<file path="config.mk">
export PLATFORM = sky130hd
export DESIGN_NAME = llcps_sequencer
export DESIGN_NICKNAME = d
export VERILOG_FILES = /design/src/design/llcps_pkg.sv /design/src/design/llcps_sequencer.sv /design/src/design/llcps_dead_time.sv
export VERILOG_INCLUDE_DIRS = /design/src /design/src/design
export SDC_FILE = /design/constraint.sdc
export NUM_CORES = 1
export LEC_CHECK = 0
export BUFFER_PORTS_ARGS = -buffer_cell sky130_fd_sc_hd__buf_2
export CORE_MARGIN = 4
export CORE_UTILIZATION = 59
export CTS_CLUSTER_SIZE = 8
export DETAILED_ROUTE_END_ITERATION = 12
export GPL_TIMING_DRIVEN = 0
export PLACE_DENSITY = 0.88
export RECOVER_POWER = 25
export SLEW_MARGIN = 10
export SYNTH_ARGS = -nofsm -noshare
export SYNTH_HDL_FRONTEND = slang
export SYNTH_SLANG_ARGS = --single-unit
</file>
<file path="constraint.sdc">
create_clock -name sys_clk_in -period 2.6 [get_ports sys_clk_in]
set_clock_uncertainty 0.05 [all_clocks]
set_input_delay 0.52 -clock sys_clk_in [delete_from_list [all_inputs] [get_ports sys_clk_in]]
set_output_delay 0.52 -clock sys_clk_in [all_outputs]
set_load 0.02 [all_outputs]
</file>
<file path="src/design/llcps_defs.svh">
// Timing counts and widths for the half-bridge protection sequencer
`ifndef LLCPS_DEFS_SVH
`define LLCPS_DEFS_SVH

// Consecutive slow overcurrent cycles before shutdown
`define LLCPS_SLOW_TRIP_CYCLES 4'h8
// Half switching period in clock cycles (default)
`define LLCPS_HALF_PERIOD 8'h10
// Dead-time setting width
`define LLCPS_DT_WIDTH 4
// Soft-start length in clock cycles (default)
`define LLCPS_SOFT_START_CYCLES 8'h40

`endif

</file>
<file path="src/design/llcps_pkg.sv">
// Types for the half-bridge protection sequencer
package llcps_pkg;
  typedef enum logic [2:0] {
    LLCPS_OFF,
    LLCPS_BOOST_ONLY,
    LLCPS_SOFT_START,
    LLCPS_RUN,
    LLCPS_FAULT
  } llcps_state_t;
endpackage

</file>
<file path="src/design/llcps_sequencer.sv">
// Fault, gate-pattern and start-up sequencer for boost and half-bridge stages
// What this block does
// - Fast overcurrent kills both gates combinationally
// - Eight consecutive slow-trip cycles shut half-bridge down
// - High and low drives never overlap, equal on-times
// - Half-bridge pattern symmetrical at 50% duty
// - Separate dead-time generators serve boost, high and low drives
// - Dead time set by max-frequency program input
// - Supply ready starts boost, half-bridge stays off
// - Boost feedback above start level enables soft start
// - Max-frequency condition blanks high and low gates whole clock cycles, boost gate not blanked
// - Boost feedback below stop level shuts half-bridge
// - Every fault restart goes through fresh soft start
`timescale 1ns/1ns
`include "llcps_defs.svh"
module llcps_sequencer #(
  parameter int HALF_PERIOD = `LLCPS_HALF_PERIOD,
  parameter int SOFT_START_CYCLES = `LLCPS_SOFT_START_CYCLES,
  parameter int DT_W = `LLCPS_DT_WIDTH
) (
  input wire logic sys_clk_in,
  input wire logic rst_n_in,
  input wire logic supply_ready_in,
  input wire logic fast_trip_in,
  input wire logic slow_trip_in,
  input wire logic llc_start_level_in,
  input wire logic llc_stop_level_n_in,
  input wire logic max_freq_limit_in,
  input wire logic [DT_W-1:0] max_freq_program_input_in,
  input wire logic boost_req_in,
  output logic boost_gate_out,
  output logic high_side_gate_drive_out,
  output logic low_side_gate_drive_out,
  output logic soft_start_out,
  output logic halfbridge_enable_out,
  output logic overcurrent_fault_out
);
  // ----------------------------------------------------------------
  // Parameter checks
  // ----------------------------------------------------------------
  initial begin
    if (HALF_PERIOD < 2 || HALF_PERIOD > 255) begin
      $error("HALF_PERIOD out of range");
    end
    if (SOFT_START_CYCLES < 1 || SOFT_START_CYCLES > 255) begin
      $error("SOFT_START_CYCLES out of range");
    end
    // Top dead-time setting may leave a zero on-time, never an overlap
    if (HALF_PERIOD < (1 << DT_W)) begin
      $error("Dead time longer than the half period");
    end
  end

  localparam logic [7:0] HALF_LAST = 8'(HALF_PERIOD - 1);
  localparam logic [7:0] SS_LAST = 8'(SOFT_START_CYCLES - 1);

  // ----------------------------------------------------------------
  // Sequencer state
  // ----------------------------------------------------------------
  llcps_pkg::llcps_state_t state_q;
  llcps_pkg::llcps_state_t state_d;
  logic [3:0] slow_cnt_q;
  logic [3:0] slow_cnt_d;
  logic [7:0] ss_cnt_q;
  logic [7:0] ss_cnt_d;
  logic ocp_q;
  logic ocp_d;
  logic slow_trip;
  logic hb_fault;

  // Slow trip counter clears on any quiet cycle
  always_comb begin
    slow_cnt_d = 4'h0;
    if (slow_trip_in && (state_q == llcps_pkg::LLCPS_SOFT_START ||
        state_q == llcps_pkg::LLCPS_RUN)) begin
      slow_cnt_d = (slow_cnt_q == `LLCPS_SLOW_TRIP_CYCLES) ? slow_cnt_q : slow_cnt_q + 4'h1;
    end
  end
  assign slow_trip = (slow_cnt_d == `LLCPS_SLOW_TRIP_CYCLES);

  assign hb_fault = fast_trip_in | slow_trip | !llc_stop_level_n_in;

  always_comb begin
    state_d = state_q;
    ss_cnt_d = ss_cnt_q;
    ocp_d = ocp_q;
    case (state_q)
      llcps_pkg::LLCPS_OFF: begin
        if (supply_ready_in) begin
          state_d = llcps_pkg::LLCPS_BOOST_ONLY;
        end
      end
      llcps_pkg::LLCPS_BOOST_ONLY: begin
        ss_cnt_d = 8'h00;
        if (!supply_ready_in) begin
          state_d = llcps_pkg::LLCPS_OFF;
        end else if (llc_start_level_in && llc_stop_level_n_in) begin
          state_d = llcps_pkg::LLCPS_SOFT_START;
          ocp_d = 1'b0;
        end
      end
      llcps_pkg::LLCPS_SOFT_START, llcps_pkg::LLCPS_RUN: begin
        if (!supply_ready_in) begin
          state_d = llcps_pkg::LLCPS_OFF;
        end else if (hb_fault) begin
          state_d = llcps_pkg::LLCPS_FAULT;
          ocp_d = fast_trip_in | slow_trip;
        end else if (state_q == llcps_pkg::LLCPS_SOFT_START) begin
          if (ss_cnt_q == SS_LAST) begin
            state_d = llcps_pkg::LLCPS_RUN;
          end else begin
            ss_cnt_d = ss_cnt_q + 8'h01;
          end
        end
      end
      llcps_pkg::LLCPS_FAULT: begin
        // Back through boost-only so the next start is a fresh soft start
        if (!supply_ready_in) begin
          state_d = llcps_pkg::LLCPS_OFF;
        end else if (!fast_trip_in && !slow_trip_in) begin
          state_d = llcps_pkg::LLCPS_BOOST_ONLY;
        end
      end
      default: begin
        state_d = llcps_pkg::LLCPS_OFF;
      end
    endcase
  end

  always_ff @(posedge sys_clk_in) begin
    if (!rst_n_in) begin
      state_q <= llcps_pkg::LLCPS_OFF;
      slow_cnt_q <= 4'h0;
      ss_cnt_q <= 8'h00;
      ocp_q <= 1'b0;
    end else begin
      state_q <= state_d;
      slow_cnt_q <= slow_cnt_d;
      ss_cnt_q <= ss_cnt_d;
      ocp_q <= ocp_d;
    end
  end

  // ----------------------------------------------------------------
  // Half-bridge pattern
  // ----------------------------------------------------------------
  logic [7:0] phase_cnt_q;
  logic [7:0] phase_cnt_d;
  logic phase_q;
  logic phase_d;
  logic hb_run;
  logic blank_q;
  logic blank_d;

  assign hb_run = (state_q == llcps_pkg::LLCPS_SOFT_START) ||
                  (state_q == llcps_pkg::LLCPS_RUN);

  // Equal half periods give 50% duty on each side
  always_comb begin
    phase_cnt_d = 8'h00;
    phase_d = 1'b0;
    if (hb_run) begin
      phase_d = phase_q;
      if (phase_cnt_q == HALF_LAST) begin
        phase_cnt_d = 8'h00;
        phase_d = !phase_q;
      end else begin
        phase_cnt_d = phase_cnt_q + 8'h01;
      end
    end
    blank_d = max_freq_limit_in;
  end

  always_ff @(posedge sys_clk_in) begin
    if (!rst_n_in) begin
      phase_cnt_q <= 8'h00;
      phase_q <= 1'b0;
      blank_q <= 1'b0;
    end else begin
      phase_cnt_q <= phase_cnt_d;
      phase_q <= phase_d;
      blank_q <= blank_d;
    end
  end

  logic hb_enable;
  logic high_req;
  logic low_req;
  logic high_dt;
  logic low_dt;
  logic boost_dt;
  logic [2:0] dt_req;
  logic [2:0] dt_drive;

  assign hb_enable = hb_run && !blank_q && !ocp_q;
  assign high_req = hb_enable && phase_q;
  assign low_req = hb_enable && !phase_q;
  assign dt_req = {boost_req_in && (state_q != llcps_pkg::LLCPS_OFF), high_req, low_req};

  // Each output rising edge is delayed by the same programmed dead time
  genvar gi;
  generate
    for (gi = 0; gi < 3; gi++) begin : g_dt
      llcps_dead_time #(
        .DT_W(DT_W)
      ) u_dt (
        .sys_clk_in(sys_clk_in),
        .rst_n_in(rst_n_in),
        .req_in(dt_req[gi]),
        .dead_time_in(max_freq_program_input_in),
        .drive_out(dt_drive[gi])
      );
    end
  endgenerate

  assign low_dt = dt_drive[0];
  assign high_dt = dt_drive[1];
  assign boost_dt = dt_drive[2];

  // Fast trip bypasses every flop
  assign high_side_gate_drive_out = high_dt && !low_dt && !fast_trip_in;
  assign low_side_gate_drive_out = low_dt && !high_dt && !fast_trip_in;
  assign boost_gate_out = boost_dt;
  assign soft_start_out = (state_q == llcps_pkg::LLCPS_SOFT_START);
  assign halfbridge_enable_out = hb_run;
  assign overcurrent_fault_out = ocp_q;
endmodule // llcps_sequencer

</file>
<file path="src/design/llcps_dead_time.sv">
// Per-drive dead-time generator: delays the rising edge of one drive request
`timescale 1ns/1ns
`include "llcps_defs.svh"
module llcps_dead_time #(
  parameter int DT_W = `LLCPS_DT_WIDTH
) (
  input wire logic sys_clk_in,
  input wire logic rst_n_in,
  input wire logic req_in,
  input wire logic [DT_W-1:0] dead_time_in,
  output logic drive_out
);
  logic [DT_W-1:0] cnt_q;
  logic [DT_W-1:0] cnt_d;
  logic drive_q;
  logic drive_d;

  always_comb begin
    cnt_d = cnt_q;
    drive_d = 1'b0;
    if (!req_in) begin
      cnt_d = '0;
    end else if (cnt_q >= dead_time_in) begin
      drive_d = 1'b1;
    end else begin
      cnt_d = cnt_q + 1'b1;
    end
  end

  always_ff @(posedge sys_clk_in) begin
    if (!rst_n_in) begin
      cnt_q <= '0;
      drive_q <= 1'b0;
    end else begin
      cnt_q <= cnt_d;
      drive_q <= drive_d;
    end
  end

  assign drive_out = drive_q & req_in;
endmodule // llcps_dead_time

</file>
# Word-level counts from Yosys, hierarchy flattened
# Cells that the tools add are included.
[op_classes]
div = 0
order_cmp = 3
bitwise_logic = 7
mux = 25
eq_ne = 20
n_shift = 0
reduce_logical = 33
n_addsub = 6
n_mul = 0
[op_table]
columns = ["op", "count"]
rows = [
  ["8-bit two-way mux", 4],
  ["3-bit two-way mux", 9],
  ["4-bit by 1-bit adder with 4-bit output, second input constant", 4],
  ["8-bit by 1-bit adder with 8-bit output, second input constant", 2],
  ["2-bit != test, second input constant", 8],
  ["8-bit case mux with 2 select lines", 1],
  ["5-bit AND reduction", 3],
  ["4-bit >= comparator", 3],
  ["1-bit logical AND", 12],
  ["3-bit case mux with 4 select lines", 1],
  ["4-bit equality test, second input constant", 2],
  ["8-bit by 4-bit equality test with 1-bit output, second input constant", 1],
  ["8-bit by 6-bit equality test with 1-bit output, second input constant", 1],
  ["1-bit zero test", 8],
  ["4-bit two-way mux", 2],
  ["4-bit != test, second input constant", 2],
  ["2-bit AND reduction", 4],
  ["1-bit two-way mux", 7],
  ["3-bit by 2-bit equality test with 1-bit output, second input constant", 2],
  ["3-bit != test, second input constant", 2],
  ["1-bit bitwise AND", 3],
  ["3-bit by 1-bit equality test with 1-bit output, second input constant", 1],
  ["3-bit equality test, second input constant", 1],
  ["3-bit zero test", 1],
  ["other kinds (8)", 10],
]
[totals]
mem_bits_rw = 0
rom_bits = 0
regBits = 41
out_inout_bits = 6
mem_count = 0
in_bits = 13
latchBits = 0
wordCells = 107

# Depth between registers and ports, before layout
[logic_depth]
word_depth = 10
mapped_depth = 9
depth_no_buf = 8

# Hierarchy
# A second synthesis with hierarchy kept.
[hier_totals]
cells_unflattened = 264
area_unflattened_um2 = 2346.0
[modules_own_cells]
columns = ["mod", "cells_each", "area_per_inst_um2", "seq_area_each_um2", "instances"]
rows = [
  ["llcps_sequencer", 168, 1460.2, 520.5, 1],
  ["llcps_dead_time", 32, 295.3, 100.1, 3],
]

# Least setup slack after synthesis
# No wires, ideal clock.
[synth_path]
kind = "register to register"
from = "register slow_cnt_q[0]"
to = "register ss_cnt_q[4]"
setup_time_ps = 87
synth_period_minus_slack_ps = 2142
arrival_time_ps = 2005
setup_slack_ps = 458
required_ps = 2463
n_path_buf = 0
stages_incl_launch_ff = 8
path_cell_list = "dfxtp_1 -> inv_2 -> ha_1 -> or4b_1 -> a311o_1 -> a221oi_4 -> o21ai_1 -> o31ai_1"
[synth_between]
elab_chain_cells = 8
elab_cells_between_ends = 9
cone_classes = "1 x add/sub; 3 x eq/ne; 2 x mux; 2 x bitwise; 1 x reduce/logical"
[synth_rtl]
columns = ["element", "line", "source"]
rows = [
  ["start, declared", "llcps_sequencer.sv:62", "logic [3:0] slow_cnt_q;"],
  ["start signal, assigned", "llcps_sequencer.sv:138", "slow_cnt_q <= slow_cnt_d;"],
  ["4-bit by 1-bit adder with 4-bit output / 4-bit equality test (equally long branches)", "n/a", ""],
  ["4-bit two-way mux *", "llcps_sequencer.sv:76", "slow_cnt_d = (slow_cnt_q == `LLCPS_SLOW_TRIP_CYCLES) ? slow_cnt_q : slow_cnt_q + 4'h1;"],
  ["4-bit two-way mux *", "llcps_sequencer.sv:74", "if (slow_trip_in && (state_q == llcps_pkg::LLCPS_SOFT_START ||"],
  ["4-bit equality test (no source line) *", "n/a", ""],
  ["1-bit bitwise OR * (2 in a row)", "llcps_sequencer.sv:81", "assign hb_fault = fast_trip_in | slow_trip | !llc_stop_level_n_in;"],
  ["2-bit != test (no source line) *", "n/a", ""],
  ["5-bit AND reduction (no source line) *", "n/a", ""],
  ["end signal, assigned", "llcps_sequencer.sv:139", "ss_cnt_q <= ss_cnt_d;"],
  ["end, declared", "llcps_sequencer.sv:64", "logic [7:0] ss_cnt_q;"],
]
# Every way passes the cells marked *; elsewhere a longest branch is shown, timed or not.
# A chain may end at the register's enable or synchronous reset.

# Worst setup path in the final report
# Ends and elaborated chain as after synthesis.

==> results.json <==
{
  "run_status": "finished clean",
  "yosys.area_share.simple_pct": 24.7,
  "htreeDepth": 2,
  "period_needed_ps": 2370,
  "ys_ff_latch": 41,
  "dr_wl_met2_um": 1890,
  "max_stage_delay_ps": 470,
  "path_max_fanout": 7,
  "rows": 21,
  "maxCapViolCount": 0,
  "rsz0062_at_grt": "false",
  "cts_buffer_depth": 2,
  "ant_nets": 0,
  "cts_buffers": 5,
  "synthAdderAreaFrac_pct": 11.0,
  "cts_sinks": 41,
  "drt-met1-wl_um": 1960,
  "hp-class": "primary input to register",
  "mostFrequentLayoutCell": "dfxtp_1",
  "synth-compound-area-share_pct": 13.8,
  "cp.required_ps": 2760,
  "cts_tree": "built",
  "antenna_cells": 0,
  "yosysWarnings": 0,
  "cp-start-kind": "register",
  "worst_slew_pin_slew_ps": 929,
  "setup_tns_ps": 0,
  "grt_pass1_vias": 1706,
  "avgRoutedWirePerCell_um": 12.8,
  "post_route_cells_drive_above_1_share_pct": 9.75,
  "grt_overflow": 0,
  "powerDensity_mw_per_mm2": 524,
  "clkTransAtPathRegs_ps": 80,
  "die-area_mm2": 0.00468,
  "yosys.area.top_type": "dfxtp_1",
  "first_pass_iters": 5,
  "die_w_um": 68.4,
  "dp_hpwl_um": 3080,
  "setup_viol": 0,
  "fmax_mhz": 421,
  "initial_core_util_pct": 62.6,
  "synth_mux_area_share_pct": 1.86,
  "pin_count": 19,
  "end_kind": "register",
  "period_share_pct": 91.3,
  "critPathKind": "register to register",
  "antenna_found_initial": 0,
  "synth_xor_area_share_pct": 7.32,
  "grt_use_total_pct": 20.7,
  "crit_chain": "inv_2 > ha_1 > or4b_1 > a311o_1 > a221oi_4 > o21ai_1 > o31ai_1",
  "final_cell_mix": "41 x dfxtp_1, 33 x nor2_1, 26 x nand2_1",
  "synthesis.area_mm2": 0.00215,
  "grt_pass1_wl_um": 7290,
  "synth_area_leaders": "dfxtp_1 38%, ha_1 11%, nor2_1 5.8%",
  "layout.nets": 308,
  "clock_latency_ps": 290,
  "syn_inst": 251,
  "ctsResizeCount": 0,
  "ys_seq_area_share_pct": 38.1,
  "cts_setup_buffers": 0,
  "via_per_inst": 5.66,
  "synth_edf_count": 0,
  "ctsHoldBuffers": 0,
  "num_vias": 1827,
  "syn_to_final_growth_pct": 12.1,
  "yosysTopAreaCellShare_pct": 38.1,
  "finalHoldViolations": 0,
  "p_leak_nw": 1.01,
  "port_buffers": 18,
  "timing.hold.ws_ps": 381,
  "place.gp.congestion": 0.872,
  "top_layer": "met4",
  "syn_area_per_cell_um2": 8.58,
  "clockRootBuffer": "clkbuf_8",
  "coreArea_mm2": 0.00344,
  "ys_async_sr_fraction_pct": 0,
  "route.met3.wl_um": 206,
  "syn_nets": 283,
  "maxSlewViolCount": 0,
  "die_h_um": 68.4,
  "synth_ff_type": "dfxtp_1",
  "ir_drop_mv": 0.308,
  "slew_headroom_pct": 37.3,
  "grt_max_degree": 13,
  "synth.distinct_cells": 42,
  "drt_iter0_drc": 117,
  "drt-total-wl_um": 4120,
  "drc": 0,
  "arrival_ps": 2530,
  "synth_top_family_by_area": "simple AND/OR/NAND/NOR gates",
  "critPathSlowestCell": "or4b_1"
}
[state kept, by name (all words and copies together), names as in the netlist]
signal	cells
blank_q	1
g_dt.u_dt.cnt_q	12
overcurrent_fault_out	1
ss_cnt_q	8
g_dt.u_dt.drive_q	3
slow_cnt_q	4
phase_q	1
phase_cnt_q	8
state_q	3
[report_power, final]
part | switching (mW) | total, mW | leakage, nW | internal [mW]
Combinational | 0.0604 | 0.0991 | 0.623 | 0.0387
Clock | 0.216 | 0.529 | 0.0585 | 0.313
Sequential | 0.00498 | 0.638 | 0.331 | 0.633
[layout make-up]
type	count	area, um2
multi-input combinational	192	1260
fill	274	1030
sequential	41	821
timing repair buffer	18	87.6
clock buffer	7	86.3
tap	46	57.6
inverter	14	52.6
clock inverter	1	30.0
buffer	4	16.3
[metrics by stage]
step	cell area, um2	power [mW]	utilization (%)	instances	worst slack (ps)
global route	2410	1.31	70.2	323	129
detailed placement	2300	0.751	66.8	315	271
floorplan	2150	0.720	-	251	458
global placement	2300	0.749	66.8	315	282
CTS	2420	1.27	70.2	323	251
finish	2410	1.27	70.2	323	226
[synth_stat cells (all sizes together), types with 6 or more instances]
cell type / instances
xnor2: 6
nor3: 6
dfxtp: 41
a21oi: 8
ha: 19
and3: 8
inv: 14
o21ai: 14
nand4: 7
xor2: 12
nand3: 8
nor2: 33
nand2: 26
[path summary, 6_finish.rpt]
path / slack (ps) / depth (start not counted) / start / end
worst max-delay path: 230 / 7 / slow_cnt_q[0]$_SDFF_PN0_ / ss_cnt_q[4]$_SDFFE_PN0P_
worst min-delay path: 380 / 2 / max_freq_limit_in / blank_q$_SDFF_PN0_
worst max register to register: 230 / 7 / slow_cnt_q[0]$_SDFF_PN0_ / ss_cnt_q[4]$_SDFFE_PN0P_
worst min register to register: 410 / 1 / phase_cnt_q[0]$_SDFF_PP0_ / phase_cnt_q[0]$_SDFF_PP0_
[logic make-up after synthesis]
family,after synthesis
AOI/OAI and AO/OA,43
xor gates and xnor gates,18
DFF,41
muxes,4
and+or+nand+nor,108
adders and majority gates,19
buffers and inverters,18
[per-layer routing]
layer	up-vias	track usage (%)
li1	945	-
met1	835	25.6
met2	39	33.8
met3	8	5.25
met4	0	8.93
met5	-	0
[worst max-delay path: cells and delay by family (launching register included)]
| family | cells | cell delay (ps) |
|---|---|---|
| buffers and inverters | 1 | 60 |
| adder cells (fa/ha/maj) | 1 | 220 |
| flip-flops | 1 | 430 |
| AO/OA/AOI/OAI | 4 | 1040 |
| AND/OR/NAND/NOR | 1 | 470 |
No activity file was read; power rests on OpenSTA's default activity.
